$ cat src/shared/tocp_map.vh
// Register offsets, field positions, reset values and codes of the timer.
`ifndef TOCP_MAP_VH
`define TOCP_MAP_VH
// ----------------------------------------------------------------
// Register byte offsets
// ----------------------------------------------------------------
`define TOCP_OFS_CTRL_ONE 8'h00
`define TOCP_OFS_CTRL_TWO 8'h04
`define TOCP_OFS_STATUS 8'h08
`define TOCP_OFS_COUNT 8'h0C
`define TOCP_OFS_CMP1_HI 8'h10
`define TOCP_OFS_CMP1_LO 8'h14
`define TOCP_OFS_CMP2_HI 8'h18
`define TOCP_OFS_CMP2_LO 8'h1C
`define TOCP_OFS_CAP1_HI 8'h20
`define TOCP_OFS_CAP1_LO 8'h24
// ----------------------------------------------------------------
// Control one fields
// ----------------------------------------------------------------
`define TOCP_C1_CAP_IE 7
`define TOCP_C1_CMP_IE 6
`define TOCP_C1_OVF_IE 5
`define TOCP_C1_FORCE2 4
`define TOCP_C1_FORCE1 3
`define TOCP_C1_LEVEL2 2
`define TOCP_C1_EDGE1 1
`define TOCP_C1_LEVEL1 0
// ----------------------------------------------------------------
// Control two fields
// ----------------------------------------------------------------
`define TOCP_C2_PIN_EN1 7
`define TOCP_C2_PIN_EN2 6
`define TOCP_C2_ONE_PULSE 5
`define TOCP_C2_PWM 4
`define TOCP_C2_CLK_HI 3
`define TOCP_C2_CLK_LO 2
`define TOCP_C2_EXT_EDGE 0
// ----------------------------------------------------------------
// Status fields
// ----------------------------------------------------------------
`define TOCP_SR_CAP1 7
`define TOCP_SR_CMP1 6
`define TOCP_SR_CMP2 5
`define TOCP_SR_OVF 4
// ----------------------------------------------------------------
// Clock select codes, reset and load values
// ----------------------------------------------------------------
`define TOCP_CLK_DIV4 2'h0
`define TOCP_CLK_DIV2 2'h1
`define TOCP_CLK_DIV8 2'h2
`define TOCP_CLK_EXT 2'h3
`define TOCP_CMP_RESET 16'h8000
`define TOCP_CNT_RELOAD 16'hFFFC
`define TOCP_CAP_PULSE 16'hFFFD
`define TOCP_CTRL_RESET 8'h00
`endif

$ cat src/rtl/tocp_top.v
// Timer output compare, one-pulse and PWM section with an APB slave.
// Overview of operation
// - Match sets channel flag, drives pin level if enabled, may interrupt.
// - Each 16-bit compare value is checked against the counter every tick.
// - Compare values are software read/write only; reset loads 8000h.
// - Compare pin latches are held low during reset.
// - Flag clears after status read with flag set, then low byte access (counter access for overflow).
// - High byte write suspends compare until the low byte is written.
// - With pin disabled, match sets flag but leaves the pin alone.
// - Divide-by-2 matches counter equal; other clocks match value plus 1.
// - Force with pin enabled copies level to pin without flag or irq.
// - Force bits are ignored in one-pulse or PWM mode.
// - Timer tick is CPU clock over 2, 4, 8, or an external clock.
// - One-pulse mode bit uses trigger one and compare channel one.
// - One-pulse trigger reloads FFFCh, pin one gets level two, capture FFFDh.
// - One-pulse compare one match drives pin one with level one.
// - One-pulse mode never sets compare flag one; flag two still works.
// - With both mode bits set only PWM mode operates.
// - One-pulse trigger does no ordinary capture; capture flag still irqs.
// - One-pulse channel two still flags but never drives its own pin.
// - PWM compare values are double-buffered, loaded at channel two match.
// - PWM match one drives level one, match two level two on pin one.
// - PWM channel two match reloads the counter with FFFCh.
// - PWM sets no compare flags; period end sets capture flag one.
// - Clock select value three picks the external timer clock.
`timescale 1ns/10ps
`include "tocp_map.vh"

module tocp_top (
    // Clock and reset
    input wire I_CLK,
    input wire I_RST,
    // APB slave
    input wire I_PSEL,
    input wire I_PENABLE,
    input wire I_PWRITE,
    input wire [7:0] I_PADDR,
    input wire [31:0] I_PWDATA,
    output wire [31:0] O_PRDATA,
    output wire O_PREADY,
    output wire O_PSLVERR,
    // Pins
    input wire I_TRIGGER_INPUT_ONE,
    input wire I_EXT_CLK,
    output wire O_COMPARE_OUTPUT_PIN_ONE,
    output wire O_COMPARE_OUTPUT_PIN_ONE_OE,
    output wire O_COMPARE_OUTPUT_PIN_TWO,
    output wire O_COMPARE_OUTPUT_PIN_TWO_OE,
    // CPU interrupt
    input wire I_CPU_IRQ_MASK,
    output wire O_TIMER_IRQ
);
    // ----------------------------------------------------------------
    // Registers
    // ----------------------------------------------------------------
    reg [7:0] ctrl_one_ff;
    reg [7:0] ctrl_two_ff;
    reg [15:0] sw_cmp1_ff;
    reg [15:0] sw_cmp2_ff;
    reg [15:0] act_cmp1_ff;
    reg [15:0] act_cmp2_ff;
    reg inhibit1_ff;
    reg inhibit2_ff;
    reg [15:0] counter_ff;
    reg [15:0] capture_one_ff;
    reg [2:0] presc_ff;
    reg cap1_flag_ff;
    reg cmp1_flag_ff;
    reg cmp2_flag_ff;
    reg ovf_flag_ff;
    reg [3:0] arm_ff;
    reg pin1_ff;
    reg pin2_ff;
    reg trig_s1_ff;
    reg trig_s2_ff;
    reg trig_s3_ff;
    reg ext_s1_ff;
    reg ext_s2_ff;
    reg ext_s3_ff;
    reg ready_ff;
    reg slverr_ff;
    reg [31:0] prdata_ff;
    // ----------------------------------------------------------------
    // Bus decode
    // ----------------------------------------------------------------
    // Each register except the 16-bit counter is one byte at bits 7:0 of an aligned word.
    wire acc = I_PSEL & I_PENABLE & ready_ff;
    wire wr = acc & I_PWRITE;
    wire rd = acc & ~I_PWRITE;
    wire hit_cmp1_hi = I_PADDR == `TOCP_OFS_CMP1_HI;
    wire hit_cmp1_lo = I_PADDR == `TOCP_OFS_CMP1_LO;
    wire hit_cmp2_hi = I_PADDR == `TOCP_OFS_CMP2_HI;
    wire hit_cmp2_lo = I_PADDR == `TOCP_OFS_CMP2_LO;
    wire hit_count = I_PADDR == `TOCP_OFS_COUNT;
    wire hit_cap1_lo = I_PADDR == `TOCP_OFS_CAP1_LO;
    wire status_rd = rd & (I_PADDR == `TOCP_OFS_STATUS);
    reg [31:0] rdata;
    reg mapped;
    always @* begin
        rdata = 32'h0000_0000;
        mapped = 1'b1;
        if (I_PADDR == `TOCP_OFS_CTRL_ONE) begin
            rdata[7:0] = ctrl_one_ff;
        end else if (I_PADDR == `TOCP_OFS_CTRL_TWO) begin
            rdata[7:0] = ctrl_two_ff;
        end else if (I_PADDR == `TOCP_OFS_STATUS) begin
            rdata[`TOCP_SR_CAP1] = cap1_flag_ff;
            rdata[`TOCP_SR_CMP1] = cmp1_flag_ff;
            rdata[`TOCP_SR_CMP2] = cmp2_flag_ff;
            rdata[`TOCP_SR_OVF] = ovf_flag_ff;
        end else if (hit_count) begin
            rdata[15:0] = counter_ff;
        end else if (hit_cmp1_hi) begin
            rdata[7:0] = sw_cmp1_ff[15:8];
        end else if (hit_cmp1_lo) begin
            rdata[7:0] = sw_cmp1_ff[7:0];
        end else if (hit_cmp2_hi) begin
            rdata[7:0] = sw_cmp2_ff[15:8];
        end else if (hit_cmp2_lo) begin
            rdata[7:0] = sw_cmp2_ff[7:0];
        end else if (I_PADDR == `TOCP_OFS_CAP1_HI) begin
            rdata[7:0] = capture_one_ff[15:8];
        end else if (hit_cap1_lo) begin
            rdata[7:0] = capture_one_ff[7:0];
        end else begin
            mapped = 1'b0;
        end
    end

    // One wait state: data and ready come from flip-flops.
    // A refused address answers with an error and zero data.
    always @(posedge I_CLK) begin
        if (I_RST) begin
            ready_ff <= 1'b0;
            slverr_ff <= 1'b0;
            prdata_ff <= 32'h0000_0000;
        end else begin
            ready_ff <= I_PSEL & I_PENABLE & ~ready_ff;
            slverr_ff <= I_PSEL & I_PENABLE & ~ready_ff & ~mapped;
            if (I_PSEL & I_PENABLE & ~ready_ff) begin
                prdata_ff <= I_PWRITE ? 32'h0000_0000 : rdata;
            end
        end
    end
    assign O_PREADY = ready_ff;
    assign O_PSLVERR = slverr_ff;
    assign O_PRDATA = prdata_ff;

    // ----------------------------------------------------------------
    // Mode decode
    // ----------------------------------------------------------------
    // Setting both mode bits selects PWM only.
    wire pwm = ctrl_two_ff[`TOCP_C2_PWM];
    wire one_pulse_select = ctrl_two_ff[`TOCP_C2_ONE_PULSE] & ~pwm;
    wire pin_en1 = ctrl_two_ff[`TOCP_C2_PIN_EN1];
    wire pin_en2 = ctrl_two_ff[`TOCP_C2_PIN_EN2];
    wire [1:0] clk_sel = ctrl_two_ff[`TOCP_C2_CLK_HI:`TOCP_C2_CLK_LO];
    wire level1 = ctrl_one_ff[`TOCP_C1_LEVEL1];
    wire level2 = ctrl_one_ff[`TOCP_C1_LEVEL2];

    // ----------------------------------------------------------------
    // Pin synchronisers and tick
    // ----------------------------------------------------------------
    // The synchronisers run through reset, so a pin resting high gives
    // no false edge once reset is released.
    always @(posedge I_CLK) begin
        trig_s1_ff <= I_TRIGGER_INPUT_ONE;
        trig_s2_ff <= trig_s1_ff;
        trig_s3_ff <= trig_s2_ff;
        ext_s1_ff <= I_EXT_CLK;
        ext_s2_ff <= ext_s1_ff;
        ext_s3_ff <= ext_s2_ff;
        if (I_RST) begin
            presc_ff <= 3'h0;
        end else begin
            presc_ff <= presc_ff + 3'h1;
        end
    end
    wire trig_rise = trig_s2_ff & ~trig_s3_ff;
    wire trig_fall = ~trig_s2_ff & trig_s3_ff;
    wire trig_edge = ctrl_one_ff[`TOCP_C1_EDGE1] ? trig_rise : trig_fall;
    wire ext_rise = ext_s2_ff & ~ext_s3_ff;
    wire ext_fall = ~ext_s2_ff & ext_s3_ff;
    wire ext_edge = ctrl_two_ff[`TOCP_C2_EXT_EDGE] ? ext_rise : ext_fall;
    // One-cycle tick enable from the prescaler or the external edge.
    reg tick;
    always @* begin
        if (clk_sel == `TOCP_CLK_DIV2) begin
            tick = presc_ff[0];
        end else if (clk_sel == `TOCP_CLK_DIV4) begin
            tick = &presc_ff[1:0];
        end else if (clk_sel == `TOCP_CLK_DIV8) begin
            tick = &presc_ff;
        end else begin
            tick = ext_edge;
        end
    end

    // ----------------------------------------------------------------
    // Compare
    // ----------------------------------------------------------------
    // Slower clocks see the match one count later than divide-by-2.
    wire fast = clk_sel == `TOCP_CLK_DIV2;
    wire [15:0] tgt1 = fast ? act_cmp1_ff : act_cmp1_ff + 16'h0001;
    wire [15:0] tgt2 = fast ? act_cmp2_ff : act_cmp2_ff + 16'h0001;
    // A high byte write holds the channel off until its low byte arrives.
    wire eq1 = (counter_ff == tgt1) & ~inhibit1_ff;
    wire eq2 = (counter_ff == tgt2) & ~inhibit2_ff;
    // A PWM period ends on the tick at which channel two matches.
    wire pwm_end = pwm & eq2 & tick;
    wire opm_trig = one_pulse_select & trig_edge;
    wire cap_edge = ~one_pulse_select & ~pwm & trig_edge;

    // Software copies; never written by the timer itself.
    always @(posedge I_CLK) begin
        if (I_RST) begin
            sw_cmp1_ff <= `TOCP_CMP_RESET;
            sw_cmp2_ff <= `TOCP_CMP_RESET;
            inhibit1_ff <= 1'b0;
            inhibit2_ff <= 1'b0;
            ctrl_one_ff <= `TOCP_CTRL_RESET;
            ctrl_two_ff <= `TOCP_CTRL_RESET;
        end else if (wr) begin
            if (I_PADDR == `TOCP_OFS_CTRL_ONE) begin
                ctrl_one_ff <= I_PWDATA[7:0];
            end else if (I_PADDR == `TOCP_OFS_CTRL_TWO) begin
                ctrl_two_ff <= I_PWDATA[7:0];
            end else if (hit_cmp1_hi) begin
                sw_cmp1_ff[15:8] <= I_PWDATA[7:0];
                inhibit1_ff <= 1'b1;
            end else if (hit_cmp1_lo) begin
                sw_cmp1_ff[7:0] <= I_PWDATA[7:0];
                inhibit1_ff <= 1'b0;
            end else if (hit_cmp2_hi) begin
                sw_cmp2_ff[15:8] <= I_PWDATA[7:0];
                inhibit2_ff <= 1'b1;
            end else if (hit_cmp2_lo) begin
                sw_cmp2_ff[7:0] <= I_PWDATA[7:0];
                inhibit2_ff <= 1'b0;
            end
        end
    end

    // Active values follow software except in PWM mode.
    // In PWM they load only at a period end, so the output never spikes.
    always @(posedge I_CLK) begin
        if (I_RST) begin
            act_cmp1_ff <= `TOCP_CMP_RESET;
            act_cmp2_ff <= `TOCP_CMP_RESET;
        end else if (~pwm | pwm_end) begin
            act_cmp1_ff <= sw_cmp1_ff;
            act_cmp2_ff <= sw_cmp2_ff;
        end
    end

    // ----------------------------------------------------------------
    // Counter and capture one
    // ----------------------------------------------------------------
    // A counter write, a one-pulse trigger and a period end all reload.
    wire cnt_access = acc & hit_count;
    always @(posedge I_CLK) begin
        if (I_RST) begin
            counter_ff <= `TOCP_CNT_RELOAD;
        end else if ((wr & hit_count) | opm_trig) begin
            counter_ff <= `TOCP_CNT_RELOAD;
        end else if (pwm_end) begin
            counter_ff <= `TOCP_CNT_RELOAD;
        end else if (tick) begin
            counter_ff <= counter_ff + 16'h0001;
        end
    end
    wire ovf_set = tick & (counter_ff == 16'hFFFF) & ~cnt_access &
        ~opm_trig & ~pwm_end;

    // In one-pulse mode the trigger loads a fixed value, not the count.
    always @(posedge I_CLK) begin
        if (I_RST) begin
            capture_one_ff <= 16'h0000;
        end else if (opm_trig) begin
            capture_one_ff <= `TOCP_CAP_PULSE;
        end else if (cap_edge) begin
            capture_one_ff <= counter_ff;
        end
    end

    // ----------------------------------------------------------------
    // Flags and the two-step clear
    // ----------------------------------------------------------------
    // Matching is level based: a flag is set again each cycle the match
    // holds, and a set in the same cycle as a clear wins.
    wire set_cap1 = cap_edge | opm_trig | pwm_end;
    wire set_cmp1 = eq1 & ~pwm & ~one_pulse_select;
    wire set_cmp2 = eq2 & ~pwm;
    wire clr_cap1 = arm_ff[3] & acc & hit_cap1_lo;
    wire clr_cmp1 = arm_ff[2] & acc & hit_cmp1_lo;
    wire clr_cmp2 = arm_ff[1] & acc & hit_cmp2_lo;
    wire clr_ovf = arm_ff[0] & cnt_access;
    always @(posedge I_CLK) begin
        if (I_RST) begin
            cap1_flag_ff <= 1'b0;
            cmp1_flag_ff <= 1'b0;
            cmp2_flag_ff <= 1'b0;
            ovf_flag_ff <= 1'b0;
            arm_ff <= 4'h0;
        end else begin
            cap1_flag_ff <= set_cap1 | (cap1_flag_ff & ~clr_cap1);
            cmp1_flag_ff <= set_cmp1 | (cmp1_flag_ff & ~clr_cmp1);
            cmp2_flag_ff <= set_cmp2 | (cmp2_flag_ff & ~clr_cmp2);
            ovf_flag_ff <= ovf_set | (ovf_flag_ff & ~clr_ovf);
            // Arm only the flags that the status word read back showed,
            // so a flag set during the read is never cleared unseen.
            if (status_rd) begin
                arm_ff <= {prdata_ff[`TOCP_SR_CAP1],
                    prdata_ff[`TOCP_SR_CMP1], prdata_ff[`TOCP_SR_CMP2],
                    prdata_ff[`TOCP_SR_OVF]};
            end else begin
                arm_ff <= arm_ff & ~{clr_cap1, clr_cmp1, clr_cmp2, clr_ovf};
            end
        end
    end

    // ----------------------------------------------------------------
    // Pin latches
    // ----------------------------------------------------------------
    // When both PWM matches fall together the period end wins.
    // In one-pulse and PWM mode the latch moves even with its pin off.
    reg nxt_pin1;
    reg nxt_pin2;
    always @* begin
        nxt_pin1 = pin1_ff;
        nxt_pin2 = pin2_ff;
        if (pwm) begin
            if (eq2) begin
                nxt_pin1 = level2;
            end else if (eq1) begin
                nxt_pin1 = level1;
            end
        end else if (one_pulse_select) begin
            if (opm_trig) begin
                nxt_pin1 = level2;
            end else if (eq1) begin
                nxt_pin1 = level1;
            end
        end else begin
            if (pin_en1 & (eq1 | ctrl_one_ff[`TOCP_C1_FORCE1])) begin
                nxt_pin1 = level1;
            end
            if (pin_en2 & (eq2 | ctrl_one_ff[`TOCP_C1_FORCE2])) begin
                nxt_pin2 = level2;
            end
        end
    end
    always @(posedge I_CLK) begin
        if (I_RST) begin
            pin1_ff <= 1'b0;
            pin2_ff <= 1'b0;
        end else begin
            pin1_ff <= nxt_pin1;
            pin2_ff <= nxt_pin2;
        end
    end
    assign O_COMPARE_OUTPUT_PIN_ONE = pin1_ff;
    assign O_COMPARE_OUTPUT_PIN_ONE_OE = pin_en1;
    assign O_COMPARE_OUTPUT_PIN_TWO = pin2_ff;
    // Pin two is left to general I/O while its level serves the pulse.
    assign O_COMPARE_OUTPUT_PIN_TWO_OE = pin_en2 & ~one_pulse_select & ~pwm;

    // ----------------------------------------------------------------
    // Interrupt
    // ----------------------------------------------------------------
    // All enabled flags share one request, blocked while the mask is set.
    assign O_TIMER_IRQ = ~I_CPU_IRQ_MASK & (
        (ctrl_one_ff[`TOCP_C1_CAP_IE] & cap1_flag_ff) |
        (ctrl_one_ff[`TOCP_C1_CMP_IE] & (cmp1_flag_ff | cmp2_flag_ff)) |
        (ctrl_one_ff[`TOCP_C1_OVF_IE] & ovf_flag_ff));
endmodule // tocp_top

$ cat config.mk
export PLATFORM = sky130hd
export DESIGN_NAME = tocp_top
export DESIGN_NICKNAME = d
export VERILOG_FILES = /design/src/rtl/tocp_top.v
export VERILOG_INCLUDE_DIRS = /design/src /design/src/shared
export SDC_FILE = /design/constraint.sdc
export NUM_CORES = 1
export LEC_CHECK = 0
export ABC_AREA = 0
export BUFFER_PORTS_ARGS = -buffer_cell sky130_fd_sc_hd__buf_2
export CELL_PAD_IN_SITES_DETAIL_PLACEMENT = 1
export CELL_PAD_IN_SITES_GLOBAL_PLACEMENT = 2
export CORE_ASPECT_RATIO = 0.5
export CORE_MARGIN = 3
export CORE_UTILIZATION = 32
export DETAILED_ROUTE_END_ITERATION = 7
export HOLD_SLACK_MARGIN = 0.1
export PLACE_DENSITY_LB_ADDON = 0.3
export SLEW_MARGIN = 0
export SYNTH_ARGS = -nofsm -noshare
export SYNTH_HDL_FRONTEND = slang
export SYNTH_SLANG_ARGS = --single-unit
$ cat constraint.sdc
create_clock -name I_CLK -period 2.41 [get_ports I_CLK]
set_input_delay 0.241 -clock I_CLK [delete_from_list [all_inputs] [get_ports I_CLK]]
set_output_delay 0.241 -clock I_CLK [all_outputs]
set_load 0.01 [all_outputs]
## After elaboration in Yosys (flattened, before gate mapping)

Cells that the tools add are included.

- Equality and inequality tests: 14
- Add/subtract/negate cells: 4
- Bitwise gates (word level): 86
- Reductions and logical operators: 19
- Mux-type cells: 46

Operator list:

| operator | count |
|---|---|
| 8-bit 2-to-1 mux | 13 |
| 16-bit 2-to-1 mux | 5 |
| 16-bit by 1-bit adder with 16-bit output (second input constant) | 3 |
| 1-bit bitwise AND | 47 |
| 16-bit equality test | 2 |
| 8-bit by 5-bit equality test with 1-bit output (second input constant) | 4 |
| 1-bit 2-to-1 mux | 25 |
| 1-bit inverter | 24 |
| 16-bit equality test (second input constant) | 1 |
| 8-bit by 4-bit equality test with 1-bit output (second input constant) | 2 |
| 8-bit by 6-bit equality test with 1-bit output (second input constant) | 2 |
| 1-bit bitwise OR | 13 |
| 4-bit 2-to-1 mux | 3 |
| 6-bit AND reduction | 2 |
| 3-bit AND reduction | 3 |
| 8-bit by 3-bit equality test with 1-bit output (second input constant) | 1 |
| 8-bit zero test | 1 |
| 4-bit AND reduction | 2 |
| 7-bit AND reduction | 1 |
| 2-bit nonzero test | 3 |
| 5-bit AND reduction | 1 |
| 4-bit bitwise AND | 1 |
| 4-bit inverter | 1 |
| 2-bit AND reduction | 2 |
| other kinds (7) | 7 |

- Logic and storage cells: 199
- Register bits: 167
- Bits of input ports: 48

## Logic depth before layout (Yosys ltp)

- Depth after elaboration: 13
- Mapped depth: 12

## Least setup slack after synthesis

OpenSTA, ideal clock, no wires.

- Kind: register to register
- From: reg ctrl_two_ff[2]
- To: reg act_cmp2_ff[0]
- Buffers on the path: 3
- Setup time: 128 ps
- Arrival time: 2487 ps
- Clock period less this slack: 2614 ps
- Slack: -204 ps
- Cell stages (with the launch flop): 12
- Path through: dfxtp_1 buf_6 nor2b_4 buf_6 or3_4 or4_4 nand3_1 nor4_2 a41oi_4 buf_8 mux2i_1 nor2_1

- Word-level cells in the longest chain between the ends: 7
- Elaborated cells on any way between the ends: 12
- Classes of those cells: eq/ne (3); mux (4); bitwise (4); reduce/logical (1)

Ends and longest elaborated chain:

| what | RTL line | source |
|---|---|---|
| start: declaration | tocp_top.v:57 | `reg [7:0] ctrl_two_ff;` |
| start signal: assignment | tocp_top.v:222 | `` ctrl_two_ff <= `TOCP_CTRL_RESET; `` |
| start signal: assignment | tocp_top.v:227 | `ctrl_two_ff <= I_PWDATA[7:0];` |
| 2-bit by 1-bit equality test with 1-bit output (no source line) | -- |  |
| 16-bit 2-to-1 mux | tocp_top.v:205 | `wire [15:0] tgt2 = fast ? act_cmp2_ff : act_cmp2_ff + 16'h0001;` |
| 16-bit equality test | tocp_top.v:208 | `wire eq2 = (counter_ff == tgt2) & ~inhibit2_ff;` |
| 1-bit bitwise AND | tocp_top.v:208 |  |
| 1-bit bitwise AND | tocp_top.v:210 | `wire pwm_end = pwm & eq2 & tick;` |
| 1-bit bitwise AND * | tocp_top.v:210 |  |
| 1-bit bitwise OR * | tocp_top.v:250 | `end else if (~pwm \| pwm_end) begin` |
| end signal: assignment | tocp_top.v:249 | `` act_cmp2_ff <= `TOCP_CMP_RESET; `` |
| end signal: assignment | tocp_top.v:252 | `act_cmp2_ff <= sw_cmp2_ff;` |
| end: declaration | tocp_top.v:61 | `reg [15:0] act_cmp2_ff;` |

Every way passes the cells marked *; elsewhere a longest branch is shown, timed or not.
A chain may end at the register's enable or synchronous reset.

## Final worst setup path

- From: reg ctrl_two_ff[2]
- To: reg pin1_ff (netlist: O_COMPARE_OUTPUT_PIN_ONE)

- Word-level cells in the longest chain between the ends: 8
- Elaborated cells on any way between the ends: 15
- Classes of those cells: eq/ne (3); mux (7); bitwise (4); reduce/logical (1)

Ends and longest elaborated chain:

| what | RTL line | source |
|---|---|---|
| 2-bit by 1-bit equality test with 1-bit output (no source line) * | -- |  |
| 16-bit 2-to-1 mux | tocp_top.v:204 | `wire [15:0] tgt1 = fast ? act_cmp1_ff : act_cmp1_ff + 16'h0001;` |
| 16-bit equality test | tocp_top.v:207 | `wire eq1 = (counter_ff == tgt1) & ~inhibit1_ff;` |
| 1-bit bitwise AND | tocp_top.v:207 |  |
| 1-bit 2-to-1 mux (3 in a row) | -- |  |
| 1-bit 2-to-1 mux | tocp_top.v:332 | `if (pwm) begin` |
| end signal: assignment | tocp_top.v:358 | `pin1_ff <= nxt_pin1;` |
| end: declaration | tocp_top.v:72 | `reg pin1_ff;` |

Marks and branches as above.

==> qor.csv <==
stage;metric;value;unit
setup_path;critPathMaxFanout;5;
place;gp_congestion;0.930;
timing;setup_viol;54;
final_layout;final_common_cell;buf_4;
global_route;overflow;0;
timing;hold_viol;0;
logic_synthesis;async_reset_ff_frac;0;
clocking;cts_buffer_depth;2;
routing;vias;7895;
routing;post_drt_via_cell_ratio;5.47;
logic_synthesis;synth_area_per_cell;8.33;um^2
final_layout;drive_gt1_frac;0.298;
setup_path;rr_startpoint;ctrl_two_ff[2]$_SDFFE_PP0P_;
setup_path;cp-startpoint;ctrl_two_ff[2]$_SDFFE_PP0P_;
timing;fin_crit;2810;ps
pwr;vdd_drop_max;0.506;mV
clocking;root_buffer;clkbuf_16;
final_layout;final_cell_mix;150 x buf_4, 145 x dfxtp_1, 117 x nor2_1;
routing;routedWlPerCell;22.8;um
timing;fin_ws;-396;ps
logic_synthesis;synth_top_area_frac;0.386;
timing;fin_skew;10.4;ps
global_route;grt_max_degree;77;
final_layout;diodes;0;
worst_hold_path;worstHoldStart;I_PWDATA[7];
logic_synthesis;syn_area;0.00784;mm^2
routing;drt_iter0_markers;542;
clocking;cts_tree;done;
setup_path;worstRegToRegCells;11;
logic_synthesis;synth_edf_count;0;
run_status;status;complete, but fails checks;
run;max_cap_violations;0;
setup_path;endpoint;O_COMPARE_OUTPUT_PIN_ONE$_SDFFE_PP0P_;
timing;relSlewSlack;0.520;
setup_path;end_kind;register;
final_layout;final_cells;1443;
routing;ant_nets;0;
pwr;total_power;5.56;mW
global_route;grt_pass1_wl;49000;um
timing;rsz0062_at_grt;yes;
routing;dr.pass1.iters;5;
logic_synthesis;synth-seq-cells;151;
setup_path;rrSetupSlack;-400;ps
global_route;grt_pass1_vias;8040;
worst_hold_path;hold_path_class;in -> reg;
place;post-dp-hpwl;24100;um
place;io_buffers;46;
global_route;antenna_found_initial;0;
final_layout;fin_util;0.455;
logic_synthesis;syn_inst;941;
pwr;power-per-cell-area;522;mW/mm^2
setup_path;cp-start-kind;register;
logic_synthesis;seq_area_frac_synth;0.386;
die;row_count;39;
logic_synthesis;synth_cell_types;81;
die;die_h;117;um
logic_synthesis;synth_ff_type;dfxtp_1;
timing;tightestPinTransition;719;ps
clocking;cts.reportedPaths.clkPinSlew;70;ps
clocking;clkLatencyLatePin;440;ps
global_route;grt.total_usage;0.249;
pwr;leakagePower;4.12;nW
logic_synthesis;ys_top_cells_by_area;dfxtp_1 39%, mux2i_1 8.3%, nand2_1 5.9%, nor2_1 5.6%, a21oi_1 4.0%;
timing;setup_tns;-14950;ps
final_layout;nNetsFinal;1177;
logic_synthesis;yosysWarnings;0;
clocking;cts-buffers-inserted;17;
timing;final.period_utilization;1.16;
place;placed_cells;1389;
die;core;0.0234;mm^2
logic_synthesis;synth_top_area_cell;dfxtp_1;
final_layout;nFillCells;2721;
routing;routed_wl;32900;um
final_layout;area_delta_synth_final;36.0;%
run_status;violations;setup timing;
die;io_pins;87;
routing;drc_errors;0;
die;die_width;227;um
die;initial_core_util;0.335;
die;die_area;0.0265;mm^2
timing;fmax;356;MHz
setup_path;crit_type;reg -> reg;
clocking;cts.sinks;151;
setup_path;arrival;3150;ps
clocking;cts.htree.levels;4;
timing;final-max-slew-violation-count;0;
setup_path;crit_required;2760;ps
setup_path;r2r-end;O_COMPARE_OUTPUT_PIN_ONE$_SDFFE_PP0P_;
timing;hold-worst-slack;114;ps
## cell type report
| cell class | instances | area (um^2) | share of cell area |
|---|---|---|---|
| well taps | 307 | 384 | 0.0360 |
| inverters | 15 | 56.3 | 0.00528 |
| multi-input cells | 716 | 4810 | 0.452 |
| clock buffers | 18 | 439 | 0.0412 |
| clock inverters | 13 | 145 | 0.0136 |
| repair buffers | 223 | 1780 | 0.167 |
| flip-flops and latches | 151 | 3040 | 0.285 |
## sequential cells by signal, summed over array words and instances, names as in the netlist, 3 cells and up
| signal | flops |
|---|---|
| act_cmp2_ff | 16 |
| sw_cmp1_ff | 16 |
| capture_one_ff | 16 |
| ctrl_two_ff | 8 |
| arm_ff | 4 |
| O_PRDATA | 16 |
| ctrl_one_ff | 8 |
| act_cmp1_ff | 16 |
| sw_cmp2_ff | 16 |
| counter_ff | 16 |
| presc_ff | 3 |
## timing repair
action / CTS / global route
setup buffers: 15 / 9
endpoints found under the setup margin: 55 / 55
pin swaps: 26 / 32
gates cloned: 2 / 1
endpoints found under the hold margin: 2 / 0
resized for setup: 66 / 40
hold buffers: 2 / 0
## how the worst min path moves through the flow
stage,endpoint,slack (ps),depth (start not counted)
2_1_floorplan,ext_s1_ff$_DFF_P_,270,0
3_5_place_dp,ext_s2_ff$_DFF_P_,320,0
4_1_cts,sw_cmp2_ff[7]$_SDFFE_PP0P_,100,3
3_3_place_gp,trig_s2_ff$_DFF_P_,310,0
6_report,sw_cmp1_ff[7]$_SDFFE_PP0P_,110,3
5_1_grt,sw_cmp1_ff[7]$_SDFFE_PP0P_,120,3
## layer usage
| metal | up-vias | part of all wire | track usage | routed length, um |
|---|---|---|---|---|
| met1 | 4007 | 0.49 | 0.358 | 16200 |
| met3 | 26 | 0.052 | 0.0424 | 1720 |
| met2 | 172 | 0.44 | 0.387 | 14500 |
| li1 | 3690 | - | - | - |
| met5 | - | 0 | 0 | 0 |
| met4 | 0 | 0.012 | 0.0647 | 402 |
## worst max-delay path, stage by stage (launching register included)
cell       delay [ps]
dfxtp_4           360
nor2b_4           160
buf_12            130
buf_6             120
or3_4             390
nor4_4            220
a2bb2oi_2         190
nand4_1           250
buf_6             230
o31a_1            250
o211a_1           220
a311oi_2          180
## kinds of logic after synthesis
logic type | synth area share
muxes | 0.0844
buffers and inverters | 0.0605
adders and majority gates | 0.00798
and+or+nand+nor | 0.246
other | 0.000478
xor gates and xnor gates | 0.0536
AOI/OAI and AO/OA | 0.162
DFF | 0.386
## metrics by stage
stage	setup slack [ps]	instance area, um^2
after floorplan	-81.2	7920
after global routing	-478	10700
after global placement	-502	9340
after CTS	-374	10400
final	-396	10700
after detailed placement	-556	9340
## Yosys cell counts, types with 8 or more instances
library cell	n
dfxtp_1	151
nand2_1	124
nor2_1	118
mux2i_1	65
a21oi_1	63
clkbuf_1	38
nand3_1	37
xnor2_1	28
xor2_1	20
nor3_1	19
buf_4	18
o22ai_1	18
o21ai_0	17
nand4_1	16
a22oi_1	15
inv_1	13
and3_1	11
a31oi_1	10
nor2b_1	8
## power breakdown
| group | switching, mW | internal [mW] |
|---|---|---|
| Sequential | 0.0168 | 2.52 |
| Clock | 1.18 | 1.56 |
| Combinational | 0.182 | 0.100 |
Note: power is estimated with default switching activity, not from simulation.
